### src/mmu_pkg.sv
// memory map unit constants, field layout and target kinds
// Operation
// - reads where ROM overlays RAM return the ROM byte
// - writes where ROM overlays RAM go to the RAM beneath
// - two RAM banks of 64K each, 128K in total
// - one RAM bank at a time fills the 16-bit address space
// - mapping follows only the current configuration register value
// - configurations 0 to 3 are RAM only
// - configurations 4 to 7 show internal ROM and I/O over RAM
// - configurations 8 to 11 show external ROM and I/O over RAM
// - configuration 12: OS ROM, low internal ROM, I/O, bank 0
// - configuration 13: OS ROM, low external ROM, I/O, bank 0
// - configuration 14: OS and interpreter ROM, character ROM, bank 0
// - configuration 15: OS and interpreter ROM, I/O, bank 0
// - configurations 0,2,4,6,8,10,12-15 share the same RAM bank
// - preset register held; load strobe write copies it to configuration
// - interpreter ROM removed (bit 1) makes 4000-7FFF plain RAM; 8000-BFFF follows bits 2 and 3
// - I/O region D000-DFFF can be removed and restored
// - bit 6 picks RAM bank (one bank bit by default), apart from bits 0 to 5
package mmu_pkg;

    ////////////////////////////////////////////////////////////////////////
    // register addresses
    localparam logic [15:0] MMU_PRESET_A_ADDR  = 16'hd501;
    localparam logic [15:0] MMU_CFG_ADDR       = 16'hff00;
    localparam logic [15:0] MMU_LOAD_A_ADDR    = 16'hff01;

    ////////////////////////////////////////////////////////////////////////
    // configuration field layout
    localparam int MMU_IO_OFF_BIT = 0;
    localparam int MMU_LO_RAM_BIT = 1;
    localparam int MMU_MID_LSB    = 2;
    localparam int MMU_HI_LSB     = 4;
    localparam int MMU_BANK_LSB   = 6;

    // upper ROM field codes
    localparam logic [1:0] MMU_SEL_SYS = 2'h0;
    localparam logic [1:0] MMU_SEL_INT = 2'h1;
    localparam logic [1:0] MMU_SEL_EXT = 2'h2;
    localparam logic [1:0] MMU_SEL_RAM = 2'h3;

    // address windows, top two address bits; I/O window by top nibble
    localparam logic [1:0] MMU_REG_LO  = 2'h1;
    localparam logic [1:0] MMU_REG_MID = 2'h2;
    localparam logic [1:0] MMU_REG_HI  = 2'h3;
    localparam logic [3:0] MMU_IO_NIB  = 4'hd;

    ////////////////////////////////////////////////////////////////////////
    // register values of the sixteen default configurations
    localparam logic [7:0] MMU_CFG_TABLE [16] = '{
        8'h3f, 8'h7f, 8'hbf, 8'hff,
        8'h16, 8'h56, 8'h96, 8'hd6,
        8'h2a, 8'h6a, 8'haa, 8'hea,
        8'h06, 8'h0a, 8'h01, 8'h00
    };

    // reset: configuration 15
    localparam logic [7:0] MMU_CFG_RESET    = 8'h00;
    localparam logic [7:0] MMU_PRESET_RESET = 8'h00;

    ////////////////////////////////////////////////////////////////////////
    // what an access reaches
    typedef enum logic [2:0] {
        MMU_T_RAM,
        MMU_T_INTERP,
        MMU_T_SYS,
        MMU_T_INT,
        MMU_T_EXT,
        MMU_T_CHAR,
        MMU_T_IO,
        MMU_T_REG
    } mmu_target_type;

endpackage

### src/mmu_decode.sv
// memory map unit address decoder
`timescale 1ns/1ps
module mmu_decode (
    input  wire logic [7:0]          cfg,
    input  wire logic [15:0]         addr,
    input  wire logic                is_write,
    output mmu_pkg::mmu_target_type  target
);

    ////////////////////////////////////////////////////////////////////////
    // configuration fields
    logic       io_off;
    logic       lo_ram;
    logic [1:0] mid_sel;
    logic [1:0] hi_sel;
    logic       io_hit;
    logic       reg_hit;

    assign io_off  = cfg[mmu_pkg::MMU_IO_OFF_BIT];
    assign lo_ram  = cfg[mmu_pkg::MMU_LO_RAM_BIT];
    assign mid_sel = cfg[mmu_pkg::MMU_MID_LSB +: 2];
    assign hi_sel  = cfg[mmu_pkg::MMU_HI_LSB +: 2];
    assign io_hit  = addr[15:12] == mmu_pkg::MMU_IO_NIB;
    assign reg_hit = addr == mmu_pkg::MMU_CFG_ADDR
                  || addr == mmu_pkg::MMU_LOAD_A_ADDR;

    ////////////////////////////////////////////////////////////////////////
    // region decode, from config only
    mmu_pkg::mmu_target_type rd_t;

    always_comb begin
        rd_t = mmu_pkg::MMU_T_RAM;
        if (reg_hit) begin
            rd_t = mmu_pkg::MMU_T_REG;
        end else if (addr[15:14] == mmu_pkg::MMU_REG_LO) begin
            if (!lo_ram) begin
                rd_t = mmu_pkg::MMU_T_INTERP;
            end
        end else if (addr[15:14] == mmu_pkg::MMU_REG_MID) begin
            case (mid_sel)
                mmu_pkg::MMU_SEL_SYS: rd_t = mmu_pkg::MMU_T_INTERP;
                mmu_pkg::MMU_SEL_INT: rd_t = mmu_pkg::MMU_T_INT;
                mmu_pkg::MMU_SEL_EXT: rd_t = mmu_pkg::MMU_T_EXT;
                default:              rd_t = mmu_pkg::MMU_T_RAM;
            endcase
        end else if (addr[15:14] == mmu_pkg::MMU_REG_HI) begin
            if (io_hit && !io_off) begin
                if (addr == mmu_pkg::MMU_PRESET_A_ADDR) begin
                    rd_t = mmu_pkg::MMU_T_REG;
                end else begin
                    rd_t = mmu_pkg::MMU_T_IO;
                end
            end else if (io_hit && hi_sel != mmu_pkg::MMU_SEL_RAM) begin
                rd_t = mmu_pkg::MMU_T_CHAR;
            end else begin
                case (hi_sel)
                    mmu_pkg::MMU_SEL_SYS: rd_t = mmu_pkg::MMU_T_SYS;
                    mmu_pkg::MMU_SEL_INT: rd_t = mmu_pkg::MMU_T_INT;
                    mmu_pkg::MMU_SEL_EXT: rd_t = mmu_pkg::MMU_T_EXT;
                    default:              rd_t = mmu_pkg::MMU_T_RAM;
                endcase
            end
        end
    end

    ////////////////////////////////////////////////////////////////////////
    // writes through any ROM land in RAM
    always_comb begin
        target = rd_t;
        if (is_write && rd_t != mmu_pkg::MMU_T_IO
                && rd_t != mmu_pkg::MMU_T_REG) begin
            target = mmu_pkg::MMU_T_RAM;
        end
    end

endmodule // mmu_decode

### src/mmu_top.sv
// memory map unit: configuration registers and access steering
`timescale 1ns/1ps
module mmu_top #(
    parameter int RAM_BANK_BITS = 1
) (
    input  wire logic                          clk,
    input  wire logic                          rst,
    input  wire logic [15:0]                   cpu_addr,
    input  wire logic [7:0]                    cpu_wdata,
    input  wire logic                          cpu_rd,
    input  wire logic                          cpu_wr,
    output logic [7:0]                         cpu_rdata,
    output logic                               cpu_rdata_valid,
    output logic [15+RAM_BANK_BITS:0]          ram_addr,
    output logic                               ram_rd,
    output logic                               ram_wr,
    input  wire logic [7:0]                    ram_rdata,
    output logic [15:0]                        rom_addr,
    output logic                               rom_rd,
    output mmu_pkg::mmu_target_type            rom_kind,
    input  wire logic [7:0]                    rom_rdata,
    output logic [11:0]                        io_addr,
    output logic                               io_rd,
    output logic                               io_wr,
    input  wire logic [7:0]                    io_rdata,
    output logic [7:0]                         dev_wdata,
    output logic [7:0]                         config_value,
    output logic [RAM_BANK_BITS-1:0]           ram_bank
);

    ////////////////////////////////////////////////////////////////////////
    // request decode
    logic                    req;
    mmu_pkg::mmu_target_type tgt;

    assign req = cpu_rd | cpu_wr;

    logic [7:0] config_q;
    logic [7:0] config_d;
    logic [7:0] preset_q;
    logic [7:0] preset_d;

    mmu_decode u_decode (
        .cfg      (config_q),
        .addr     (cpu_addr),
        .is_write (cpu_wr),
        .target   (tgt)
    );

    logic hit_cfg;
    logic hit_load;
    logic hit_preset;
    logic reg_acc;

    assign reg_acc    = req && tgt == mmu_pkg::MMU_T_REG;
    assign hit_cfg    = reg_acc && cpu_addr == mmu_pkg::MMU_CFG_ADDR;
    assign hit_load   = reg_acc && cpu_addr == mmu_pkg::MMU_LOAD_A_ADDR;
    assign hit_preset = reg_acc && cpu_addr == mmu_pkg::MMU_PRESET_A_ADDR;

    ////////////////////////////////////////////////////////////////////////
    // configuration and preset registers
    always_comb begin
        config_d = config_q;
        preset_d = preset_q;
        if (cpu_wr && hit_preset) begin
            preset_d = cpu_wdata;
        end
        if (cpu_wr && hit_cfg) begin
            config_d = cpu_wdata;
        end else if (cpu_wr && hit_load) begin
            config_d = preset_q;
        end
    end

    always_ff @(posedge clk) begin
        if (rst) begin
            config_q <= mmu_pkg::MMU_CFG_RESET;
            preset_q <= mmu_pkg::MMU_PRESET_RESET;
        end else begin
            config_q <= config_d;
            preset_q <= preset_d;
        end
    end

    ////////////////////////////////////////////////////////////////////////
    // register read value
    logic [7:0] reg_rdata;

    always_comb begin
        reg_rdata = 8'h00;
        if (hit_cfg) begin
            reg_rdata = config_q;
        end else if (hit_load || hit_preset) begin
            reg_rdata = preset_q;
        end
    end

    ////////////////////////////////////////////////////////////////////////
    // stage one: strobes to the memories and I/O
    logic [15+RAM_BANK_BITS:0] ram_addr_q;
    logic [15+RAM_BANK_BITS:0] ram_addr_d;
    logic                      ram_rd_q;
    logic                      ram_rd_d;
    logic                      ram_wr_q;
    logic                      ram_wr_d;
    logic [15:0]               rom_addr_q;
    logic [15:0]               rom_addr_d;
    logic                      rom_rd_q;
    logic                      rom_rd_d;
    mmu_pkg::mmu_target_type   tgt_q;
    mmu_pkg::mmu_target_type   tgt_d;
    logic [11:0]               io_addr_q;
    logic [11:0]               io_addr_d;
    logic                      io_rd_q;
    logic                      io_rd_d;
    logic                      io_wr_q;
    logic                      io_wr_d;
    logic [7:0]                wdata_q;
    logic [7:0]                wdata_d;
    logic                      rd_pend_q;
    logic                      rd_pend_d;
    logic [7:0]                reg_hold_q;
    logic [7:0]                reg_hold_d;
    logic [RAM_BANK_BITS-1:0]  bank;

    // bank field apart from ROM fields
    assign bank = config_q[mmu_pkg::MMU_BANK_LSB +: RAM_BANK_BITS];

    always_comb begin
        ram_addr_d = ram_addr_q;
        ram_rd_d   = 1'b0;
        ram_wr_d   = 1'b0;
        rom_addr_d = rom_addr_q;
        rom_rd_d   = 1'b0;
        tgt_d      = tgt_q;
        io_addr_d  = io_addr_q;
        io_rd_d    = 1'b0;
        io_wr_d    = 1'b0;
        wdata_d    = wdata_q;
        rd_pend_d  = cpu_rd;
        reg_hold_d = reg_hold_q;
        if (req) begin
            tgt_d = tgt;
            if (cpu_wr) begin
                wdata_d = cpu_wdata;
            end
            case (tgt)
                mmu_pkg::MMU_T_RAM: begin
                    // one bank fills the space
                    ram_addr_d = {bank, cpu_addr};
                    ram_rd_d   = cpu_rd;
                    ram_wr_d   = cpu_wr;
                end
                mmu_pkg::MMU_T_IO: begin
                    io_addr_d = cpu_addr[11:0];
                    io_rd_d   = cpu_rd;
                    io_wr_d   = cpu_wr;
                end
                mmu_pkg::MMU_T_REG: begin
                    reg_hold_d = reg_rdata;
                end
                default: begin
                    rom_addr_d = cpu_addr;
                    rom_rd_d   = cpu_rd;
                end
            endcase
        end
    end

    always_ff @(posedge clk) begin
        if (rst) begin
            ram_addr_q <= '0;
            ram_rd_q   <= 1'b0;
            ram_wr_q   <= 1'b0;
            rom_addr_q <= 16'h0000;
            rom_rd_q   <= 1'b0;
            tgt_q      <= mmu_pkg::MMU_T_RAM;
            io_addr_q  <= 12'h000;
            io_rd_q    <= 1'b0;
            io_wr_q    <= 1'b0;
            wdata_q    <= 8'h00;
            rd_pend_q  <= 1'b0;
            reg_hold_q <= 8'h00;
        end else begin
            ram_addr_q <= ram_addr_d;
            ram_rd_q   <= ram_rd_d;
            ram_wr_q   <= ram_wr_d;
            rom_addr_q <= rom_addr_d;
            rom_rd_q   <= rom_rd_d;
            tgt_q      <= tgt_d;
            io_addr_q  <= io_addr_d;
            io_rd_q    <= io_rd_d;
            io_wr_q    <= io_wr_d;
            wdata_q    <= wdata_d;
            rd_pend_q  <= rd_pend_d;
            reg_hold_q <= reg_hold_d;
        end
    end

    ////////////////////////////////////////////////////////////////////////
    // stage two: capture the answer of the selected source
    logic [7:0] rdata_q;
    logic [7:0] rdata_d;
    logic       valid_q;
    logic       valid_d;

    always_comb begin
        rdata_d = rdata_q;
        valid_d = rd_pend_q;
        if (rd_pend_q) begin
            case (tgt_q)
                mmu_pkg::MMU_T_RAM: rdata_d = ram_rdata;
                mmu_pkg::MMU_T_IO:  rdata_d = io_rdata;
                mmu_pkg::MMU_T_REG: rdata_d = reg_hold_q;
                default:            rdata_d = rom_rdata;
            endcase
        end
    end

    always_ff @(posedge clk) begin
        if (rst) begin
            rdata_q <= 8'h00;
            valid_q <= 1'b0;
        end else begin
            rdata_q <= rdata_d;
            valid_q <= valid_d;
        end
    end

    ////////////////////////////////////////////////////////////////////////
    // outputs
    assign cpu_rdata       = rdata_q;
    assign cpu_rdata_valid = valid_q;
    assign ram_addr        = ram_addr_q;
    assign ram_rd          = ram_rd_q;
    assign ram_wr          = ram_wr_q;
    assign rom_addr        = rom_addr_q;
    assign rom_rd          = rom_rd_q;
    assign rom_kind        = tgt_q;
    assign io_addr         = io_addr_q;
    assign io_rd           = io_rd_q;
    assign io_wr           = io_wr_q;
    assign dev_wdata       = wdata_q;
    assign config_value    = config_q;
    assign ram_bank        = bank;

endmodule // mmu_top

### config.mk
export PLATFORM = sky130hd
export DESIGN_NAME = mmu_top
export DESIGN_NICKNAME = d
export VERILOG_FILES = /design/src/mmu_pkg.sv /design/src/mmu_decode.sv /design/src/mmu_top.sv
export SDC_FILE = /design/constraint.sdc
export NUM_CORES = 1
export LEC_CHECK = 0
export BUFFER_PORTS_ARGS = -buffer_cell sky130_fd_sc_hd__clkbuf_2
export CAP_MARGIN = 40
export CORE_MARGIN = 3
export CORE_UTILIZATION = 50
export DETAILED_ROUTE_END_ITERATION = 8
export PLACE_DENSITY = 0.79
export SLEW_MARGIN = 20
export SYNTH_ARGS = -nofsm -noshare
export SYNTH_HDL_FRONTEND = slang
export SYNTH_HIERARCHICAL = 1
export SYNTH_SLANG_ARGS = --single-unit
### constraint.sdc
create_clock -name clk -period 2.89 [get_ports clk]
set_input_delay 0.289 -clock clk [delete_from_list [all_inputs] [get_ports clk]]
set_output_delay 0.289 -clock clk [all_outputs]
set_load 0.03 [all_outputs]
# ---- Yosys cells after proc, flatten, opt, wreduce, memory -nomap -nowiden
# Cells that the tools add are included.
dict set report word_totals {
  reg_bits 95
  out_inout_bits 79
  inputBits 52
  word_cells 83
}
dict set report classes {
  eq_ne 18
  bitwise 5
  n_mux 16
  n_reduce_logical 28
}
# op n
set op_table {}
lappend op_table {{16-bit equality test, second input constant} 3}
lappend op_table {{8-bit two-way mux} 4}
lappend op_table {{8-bit case mux with 3 select lines} 1}
lappend op_table {{3-bit two-way mux} 7}
lappend op_table {{3-bit case mux with 3 select lines} 2}
lappend op_table {{3-bit equality test, second input constant} 4}
lappend op_table {{1-bit logical AND} 11}
lappend op_table {{2-bit AND reduction} 5}
lappend op_table {{3-bit OR reduction} 3}
lappend op_table {{2-bit equality test, second input constant} 4}
lappend op_table {{2-bit by 1-bit equality test with 1-bit output, second input constant} 3}
lappend op_table {{3-bit logical NOT} 2}
lappend op_table {{3-bit inequality test, second input constant} 2}
lappend op_table {{5-bit OR reduction} 1}
lappend op_table {{4-bit equality test, second input constant} 1}
lappend op_table {{2-bit logical NOT} 2}
lappend op_table {{1-bit inverter} 4}
lappend op_table {{1-bit logical OR} 2}
lappend op_table {{1-bit two-way mux} 2}
lappend op_table {{2-bit inequality test, second input constant} 1}
lappend op_table {{2-bit nonzero test} 1}
lappend op_table {{1-bit logical NOT} 1}
lappend op_table {{1-bit OR} 1}

# ---- Longest topological paths before layout
# Gate-level depths: netlist of run 1.
dict set report depth {
  word_depth 18
  mapped_depth 12
  depth_no_buf 8
}

# ---- Hierarchy
# Netlist of run 1, hierarchy kept.
# mod cells_per_inst area_each_um2 instances
set modules_own_cells {}
lappend modules_own_cells {mmu_top 404 3821.2 1}
lappend modules_own_cells {mmu_decode 34 212.7 1}

# ---- Least setup slack after synthesis of run 1
# No wires, ideal clock.
dict set report synth_timing {
  path_type {register to register}
  from {register config_q[0], in the netlist config_value[0]}
  to {register rom_addr_q[0], in the netlist rom_addr[0]}
  t_required_ns 2.762
  path_stages_with_launch 11
  setup_slack_ns 0.261
  t_arrival_ns 2.502
  setup_time_ns 0.128
  path_buffers 2
  period_less_slack_ns 2.629
  path_cell_list {dfxtp_1 or3b_1 o21ai_1 a211o_1 a31o_1 or3_1 clkbuf_1 nand3_2 buf_4 mux2i_1 nor2_1}
}
dict set report synth_between {
  elab_chain_len 15
  elab_cells_between_ends 18
  cone_classes {eq/ne (4); mux (6); bitwise (1); reduce/logical (7)}
}
# item line_no
set synth_lines {}
lappend synth_lines {{from (decl)} mmu_top.sv:38} ;# logic [7:0] config_q;
lappend synth_lines {{from (signal assigned)} mmu_top.sv:77} ;# config_q <= mmu_pkg::MMU_CFG_RESET;
lappend synth_lines {{from (signal assigned)} mmu_top.sv:80} ;# config_q <= config_d;
lappend synth_lines {{1-bit logical NOT (*)} mmu_decode.sv:47} ;# if (io_hit && !io_off) begin
lappend synth_lines {{1-bit logical AND (*)} mmu_decode.sv:47}
lappend synth_lines {{3-bit two-way mux (*)} mmu_decode.sv:47}
lappend synth_lines {{3-bit two-way mux (*)} mmu_decode.sv:46} ;# end else if (addr[15:14] == mmu_pkg::MMU_REG_HI) begin
lappend synth_lines {{3-bit two-way mux (*)} mmu_decode.sv:39} ;# end else if (addr[15:14] == mmu_pkg::MMU_REG_MID) begin
lappend synth_lines {{3-bit two-way mux (*)} mmu_decode.sv:35} ;# end else if (addr[15:14] == mmu_pkg::MMU_REG_LO) begin
lappend synth_lines {{3-bit two-way mux (*)} mmu_decode.sv:33} ;# if (reg_hit) begin
lappend synth_lines {{3-bit inequality test} mmu_decode.sv:70} ;# if (is_write && rd_t != mmu_pkg::MMU_T_IO
lappend synth_lines {{1-bit logical AND} mmu_decode.sv:70}
lappend synth_lines {{1-bit logical AND} mmu_decode.sv:71} ;# && rd_t != mmu_pkg::MMU_T_REG) begin
lappend synth_lines {{3-bit two-way mux (*)} mmu_decode.sv:70}
lappend synth_lines {{via tgt[2]} mmu_top.sv:34} ;# mmu_pkg::mmu_target_type tgt;
lappend synth_lines {{3-bit equality test / 3-bit logical NOT (equally long branches)} mmu_top.sv:147} ;# case (tgt)
lappend synth_lines {{3-bit OR reduction (no line) (*)} -}
lappend synth_lines {{1-bit inverter (no line) (*)} -}
lappend synth_lines {{2-bit AND reduction (no line) (*)} -}
lappend synth_lines {{to (signal assigned)} mmu_top.sv:188} ;# rom_addr_q <= rom_addr_d;
lappend synth_lines {{to (decl)} mmu_top.sv:106} ;# logic [15:0] rom_addr_q;
# Mark *: on every way through the listed nets, which the timed path passes. The rest lies on a longest branch.
# A chain may end at the register's enable or synchronous reset.

# ---- Final worst setup path of run 1
dict set report layout_timing {
  from {register config_q[0], in the netlist config_value[0]}
  to {register rom_addr_q[13], in the netlist rom_addr[13]}
}
# Same word-level chain as after synthesis.

==> run metrics, run 1 <==
HP Start=cpu_wdata[0]; Post-synth ARST share=0; Pre-Repair DR Iteration Count=4; critical path's slowest cell=or3_1; die height=about 96 um; vias=around 3700; post-synth top area share=0.4715; CP Launch Point=config_value[0]$_SDFFE_PP0P_; Int Pwr=roughly 0.0020 W; max cap viols=0; Reg clk slew, reported paths=roughly 0.09 ns; switching fraction of total power=0.2850; fmax=~0.39 GHz; Synth area leaders=dfxtp_1, mux2i_1, nor2_1, nand2_1, a21oi_1; kind of critical path=flip-flop to flip-flop; syn_area_per_cell=9.210 um2; Die X=between 90 and 100 um; core area=approximately 7800 um2; Worst-Skew Late Latency=~0.36 ns; Ys Warns=6; initial antenna violation count=0; filler instances=~680; Post-synth EDFFs=0; hold slack=~0.19 ns; final period utilization=0.8774; DRC=0; final setup vio count=0; crit-path leading delay family=simple AND/OR/NAND/NOR gates; Final Hold Vio Count=0; WL final=10690 um; first-pass GRT wire length=about 16000 um; crit path time final=2.536 ns; ANT nets after route=0; Synth Flop Type=dfxtp_1; Worst-Margin Slew=just over 0.8 ns; commonest non-fill, non-tap cells in the layout=clkbuf_2, dfxtp_1, nor2_1; Netlist Area Pre-Place=4034 um2; area leader, netlist=dfxtp_1; DR iter-0 viols=282; Syn Inst Count=around 440; layout cell share with drive strength beyond 1=0.2933; Cell variety after synth=50; CP arrival=2.75 ns; P_sw=~0.00080 W; Reg power frac=0.498; hold buffer count at cts=0; fin. max-slew vios=0; post-synthesis sequential area ratio=0.4715; Power Dens Cells=562.0 nW/um2; register bit total from synthesis=95; crit start category=flip-flop; # clock sinks=95; slowest stage delay, CP=0.49 ns; Area Overhead vs Synth=23.82%; largest net degree at the start of global routing=around 80; Worst Setup End Kind=flip-flop; die footprint=~9200 um2; clk buf depth=2; peak supply drop=roughly 0.33 mV; H-tree depth=3; clk_skew=0.01071 ns; Routed WL per cell=16.00 um; GRT overflow=0; RSZ-0062 raised after global routing=false; Syn Nets=490; Clock power frac=0.344; worst path required time=3.11 ns; worst hold path class=primary input to flip-flop; nets=613; GRT Overall Usage=0.2310; crit-path cells=or3b_1 -> o2111a_1 -> a211oi_2 -> o22ai_2 -> or3_1 -> nand3_4 -> mux2i_1 -> nor2_1; Setup Total Neg Slack=0 ns; RR Startpoint=config_value[0]$_SDFFE_PP0P_; CP max FO=16; vias in the first global route=approximately 3200; root buffer cell=clkbuf_8; Detail Placement HPWL=just under 8000 um; headroom to the max-slew limit=0.4503; Final Wtd Congestion=slightly above 0.9; outcome=completed; IO Count=131; CTS tree=yes; Buf/Inv on CP=0; Gate power share=0.158; n_diodes=0; Port-buffer cells=130; Vias per Instance=around 5.5; Num CTS Buffers=9; commonest non-fill, non-tap cell in the layout=clkbuf_2; Rows=32; Leak=around 2.2 nW; Initial Util=0.5193
==> cells in the mapped netlist (5+ instances only) <==
cell type,count
dfxtp_1,95
nor2_1,62
mux2i_1,52
nand2_1,47
a21oi_1,35
clkbuf_1,16
nand3_1,11
o21ai_0,9
a211oi_1,8
a221oi_1,8
buf_2,8
a221o_1,7
and2_1,7
inv_1,7
nor3_1,5
o211ai_1,5
o41ai_1,5
==> worst register-to-register path: stages (launching register included) <==
cell      delay, ns
dfxtp_1        0.32
or3b_1         0.40
o2111a_1       0.17
a211oi_2       0.27
o22ai_2        0.15
or3_1          0.49
nand3_4        0.32
mux2i_1        0.23
nor2_1         0.05
==> path summary, 6_finish.rpt <==
kind	depth (start not counted)	to	slack, ns
worst max-delay path	8	rom_addr[13]$_SDFFE_PP0P_	0.35
worst min-delay path	3	preset_q[0]$_SDFFE_PP0P_	0.19
worst max register to register	8	rom_addr[13]$_SDFFE_PP0P_	0.35
worst min register to register	2	ram_addr[11]$_SDFFE_PP0N_	0.46
==> state kept, by name, summed over array words and instances (netlist names) <==
signal and cells:
ram_addr 17, rom_addr 16, io_addr 12, config_value 8
cpu_rdata 8, dev_wdata 8, preset_q 8, reg_hold_q 8
rom_kind 3, cpu_rdata_valid 1, io_rd 1, io_wr 1
ram_rd 1, ram_wr 1, rd_pend_q 1, rom_rd 1
==> stage by stage <==
stage | cells | area, um2 | utilization | power, W | setup WS [ns]
floorplan | 438 | 4034 | - | 0.001714 | 0.2609
global placement | 652 | 4761 | 0.6129 | 0.001855 | 0.2076
detailed placement | 652 | 4761 | 0.6129 | 0.001866 | 0.07746
CTS | 668 | 4981 | 0.6413 | 0.002823 | 0.2535
global route | 668 | 4995 | 0.6430 | 0.002926 | 0.1521
finish | 668 | 4995 | 0.6430 | 0.002807 | 0.3543
==> area by class of cell <==
type | count | area, um2 | area share
Tap cell | 102 | 127.6 | 0.02555
Inverter | 7 | 26.28 | 0.005261
Clock inverter | 6 | 92.59 | 0.01854
Timing Repair Buffer | 139 | 718.2 | 0.1438
Multi-Input combinational cell | 309 | 2001 | 0.4006
Clock buffer | 10 | 127.6 | 0.02555
Sequential cell | 95 | 1902 | 0.3808
==> per-layer routing <==
metal	share of wire	vias up	global-route usage
met5	0	-	0
met4	0.013	0	0.06635
met3	0.066	14	0.06177
met2	0.47	124	0.3642
met1	0.45	1720	0.3110
li1	-	1818	-
==> what timing repair did <==
item / 4_1_cts / 5_1_grt
setup buffers: 0 / 0
setup endpoints to repair: 0 / 8
gates resized for setup: 0 / 2
==> logic make-up (layout without fill, tap and decap cells) <==
group	count (synthesis)	after routing	synth area share
AOI/OAI and AO/OA	92	92	0.1563
DFF	95	95	0.4715
buffers and inverters	34	162	0.03598
and+or+nand+nor	165	165	0.2072
muxes	52	52	0.1290
==> power by group through the flow <==
stage / combinational (W) / clock, W / sequential, W
final: 0.000443 / 0.000967 / 0.00140
after global routing: 0.000478 / 0.00104 / 0.00140
after CTS: 0.000440 / 0.000985 / 0.00140
after detailed placement: 0.000438 / 0 / 0.00143
after global placement: 0.000428 / 0 / 0.00143
after floorplan: 0.000189 / 0 / 0.00153
No activity file was read; power rests on OpenSTA's default activity.
==> run 2: changes to the inputs <==
RECOVER_POWER = 100   (was unset)
==> run 2 against run 1 <==
The run now ends with max-capacitance violations, max-slew violations left. Flip-flop and latch count stayed put. First-iteration DRC count fell by 11%. Critical path type unchanged. Register-to-register slack got worse by 0.05 ns. Via count barely moved. Final cell count unchanged. Die area did not move. Critical path depth did not move. Utilization down 1.5 points. Hold slack is essentially flat. Highest routed layer unchanged. Sequential power about the same.
==> run metrics, run 2 (synthesized netlist as in run 1, its figures left out) <==
crit start category=flip-flop; kind of critical path=flip-flop to flip-flop; largest net degree at the start of global routing=about 80; Worst-Margin Slew=1.639 ns; GRT overflow=0; clk_skew=0.01153 ns; headroom to the max-slew limit=-0.09288; critical path's slowest cell=dfxtp_1; Buf/Inv on CP=0; initial antenna violation count=0; CP max FO=16; RR Startpoint=config_value[5]$_SDFFE_PP0P_; first-pass GRT wire length=between 15000 and 20000 um; Worst path depth=8; Routed WL per cell=between 15 and 20 um; Final Wtd Congestion=about 0.91; DRC=0; GRT Overall Usage=0.2310; Initial Util=0.5193; ANT nets after route=0; die height=95.82 um; DR iter-0 viols=around 250; filler instances=between 700 and 800; crit-path cells=nand2_1 -> a221oi_2 -> o21ai_0 -> a31o_1 -> or3_1 -> nand3_4 -> mux2i_1 -> nor2_1; slowest stage delay, CP=slightly above 0.5 ns; worst hold path class=primary input to flip-flop; fmax=between 0.3 and 0.4 GHz; HP Start=cpu_wdata[0]; commonest non-fill, non-tap cells in the layout=dfxtp_1, clkbuf_1, nor2_1; core area=just under 8000 um2; Power Dens Cells=between 500 and 600 nW/um2; Detail Placement HPWL=about 8000 um; r2r worst-path depth=8; reg-to-reg slack, setup=0.31 ns; Reg-to-Reg End=rom_addr[13]$_SDFFE_PP0P_; WL final=approximately 11000 um; hold buffer count at cts=0; fin. max-slew vios=82; n_diodes=0; FF/Latch Area=approximately 1900 um2; vias in the first global route=3216; layout cell share with drive strength beyond 1=0.1484; Reg clk slew, reported paths=approximately 0.09 ns; crit path capture=rom_addr[13]$_SDFFE_PP0P_; Die X=about 96 um; worst path required time=between 3 and 4 ns; peak supply drop=between 0.3 and 0.4 mV; RSZ-0062 raised after global routing=false; CP arrival=about 2.8 ns; Largest register FFs=17; H-tree depth=3; crit path time final=~2.6 ns; Area Overhead vs Synth=21.00%; CTS tree=yes; final setup vio count=0; clk buf depth=2; nets=613; CP Launch Point=config_value[5]$_SDFFE_PP0P_; IO Count=between 100 and 150; # clock sinks=95; Worst-Skew Late Latency=0.36 ns; Placed Cells incl. Taps=around 650; Leak=just under 2 nW; Worst Setup End Kind=flip-flop; Vias per Instance=between 5 and 6; Multi-input gate area=between 1500 and 2000 um2; non-filler instance count after layout=roughly 670; commonest non-fill, non-tap cell in the layout=dfxtp_1; die footprint=~9000 um2; Num CTS Buffers=9; Setup Total Neg Slack=0 ns; Pre-Repair DR Iteration Count=4; Port-buffer cells=between 100 and 150; Final Hold Vio Count=0; final period utilization=0.8940; outcome=finished with violations; Rows=32; crit-path leading delay family=simple AND/OR/NAND/NOR gates; max cap viols=1; root buffer cell=clkbuf_8; vias=between 3000 and 4000; failing checks=max-capacitance violations, max-slew violations
## run 2: timing repair
action | in CTS | in global routing
setup buffers | 0 | 0
gates resized for setup | 0 | 2
setup endpoints to repair | 0 | 8
## run 2: cell type report
cell class                      instances  share of cell area
Sequential cell                        95              0.3896
Clock inverter                          6             0.01897
Multi-Input combinational cell        309              0.4089
Timing Repair Buffer                  139              0.1248
Tap cell                              102             0.02615
Inverter                                7            0.005383
Clock buffer                           10             0.02615
## run 2: stage by stage
step / instance area (um2) / setup WS [ns] / total power [W] / utilization / hold slack (ns)
finish: 4881 / 0.3062 / 0.002797 / 0.6284 / 0.1931
global route: 4881 / 0.1212 / 0.002911 / 0.6284 / 0.1694
CTS: 4981 / 0.2535 / 0.002823 / 0.6413 / 0.1763
detailed placement: 4761 / 0.07746 / 0.001866 / 0.6129 / 0.4475
global placement: 4761 / 0.2076 / 0.001855 / 0.6129 / 0.4435
floorplan: 4034 / 0.2609 / 0.001714 / - / 0.4250
## run 2: worst min path at each step
stage          cells past startpoint                   endpoint  slack (ns)
2_1_floorplan                      2  ram_addr[10]$_SDFFE_PP0N_        0.43
3_5_place_dp                       2  ram_addr[11]$_SDFFE_PP0N_        0.45
3_3_place_gp                       2  ram_addr[11]$_SDFFE_PP0N_        0.44
5_1_grt                            3   preset_q[5]$_SDFFE_PP0P_        0.17
6_report                           3   preset_q[0]$_SDFFE_PP0P_        0.19
4_1_cts                            3   preset_q[0]$_SDFFE_PP0P_        0.18
## run 2: report_power, final
| part | leakage [nW] | internal [W] | switching, W |
|---|---|---|---|
| combinational | 1.05 | 0.000135 | 0.000295 |
| sequential | 0.775 | 0.00136 | 0.0000337 |
| clock | 0.109 | 0.000496 | 0.000475 |
## run 2: per-layer routing
| layer | global-route usage | part of all wire | wire, um | up-vias |
|---|---|---|---|---|
| li1 | - | - | - | 1822 |
| met1 | 0.3110 | 0.44 | 4776 | 1705 |
| met2 | 0.3642 | 0.47 | 5028 | 136 |
| met3 | 0.06177 | 0.076 | 812 | 10 |
| met4 | 0.06635 | 0.011 | 116 | 0 |
| met5 | 0 | 0 | 0 | - |
## run 2: worst register-to-register path, delay by kind of cell, from the launching register on
kind,cells,cell delay [ns]
simple gates,4,0.95
flops,1,0.51
compound gates,3,0.71
mux,1,0.23
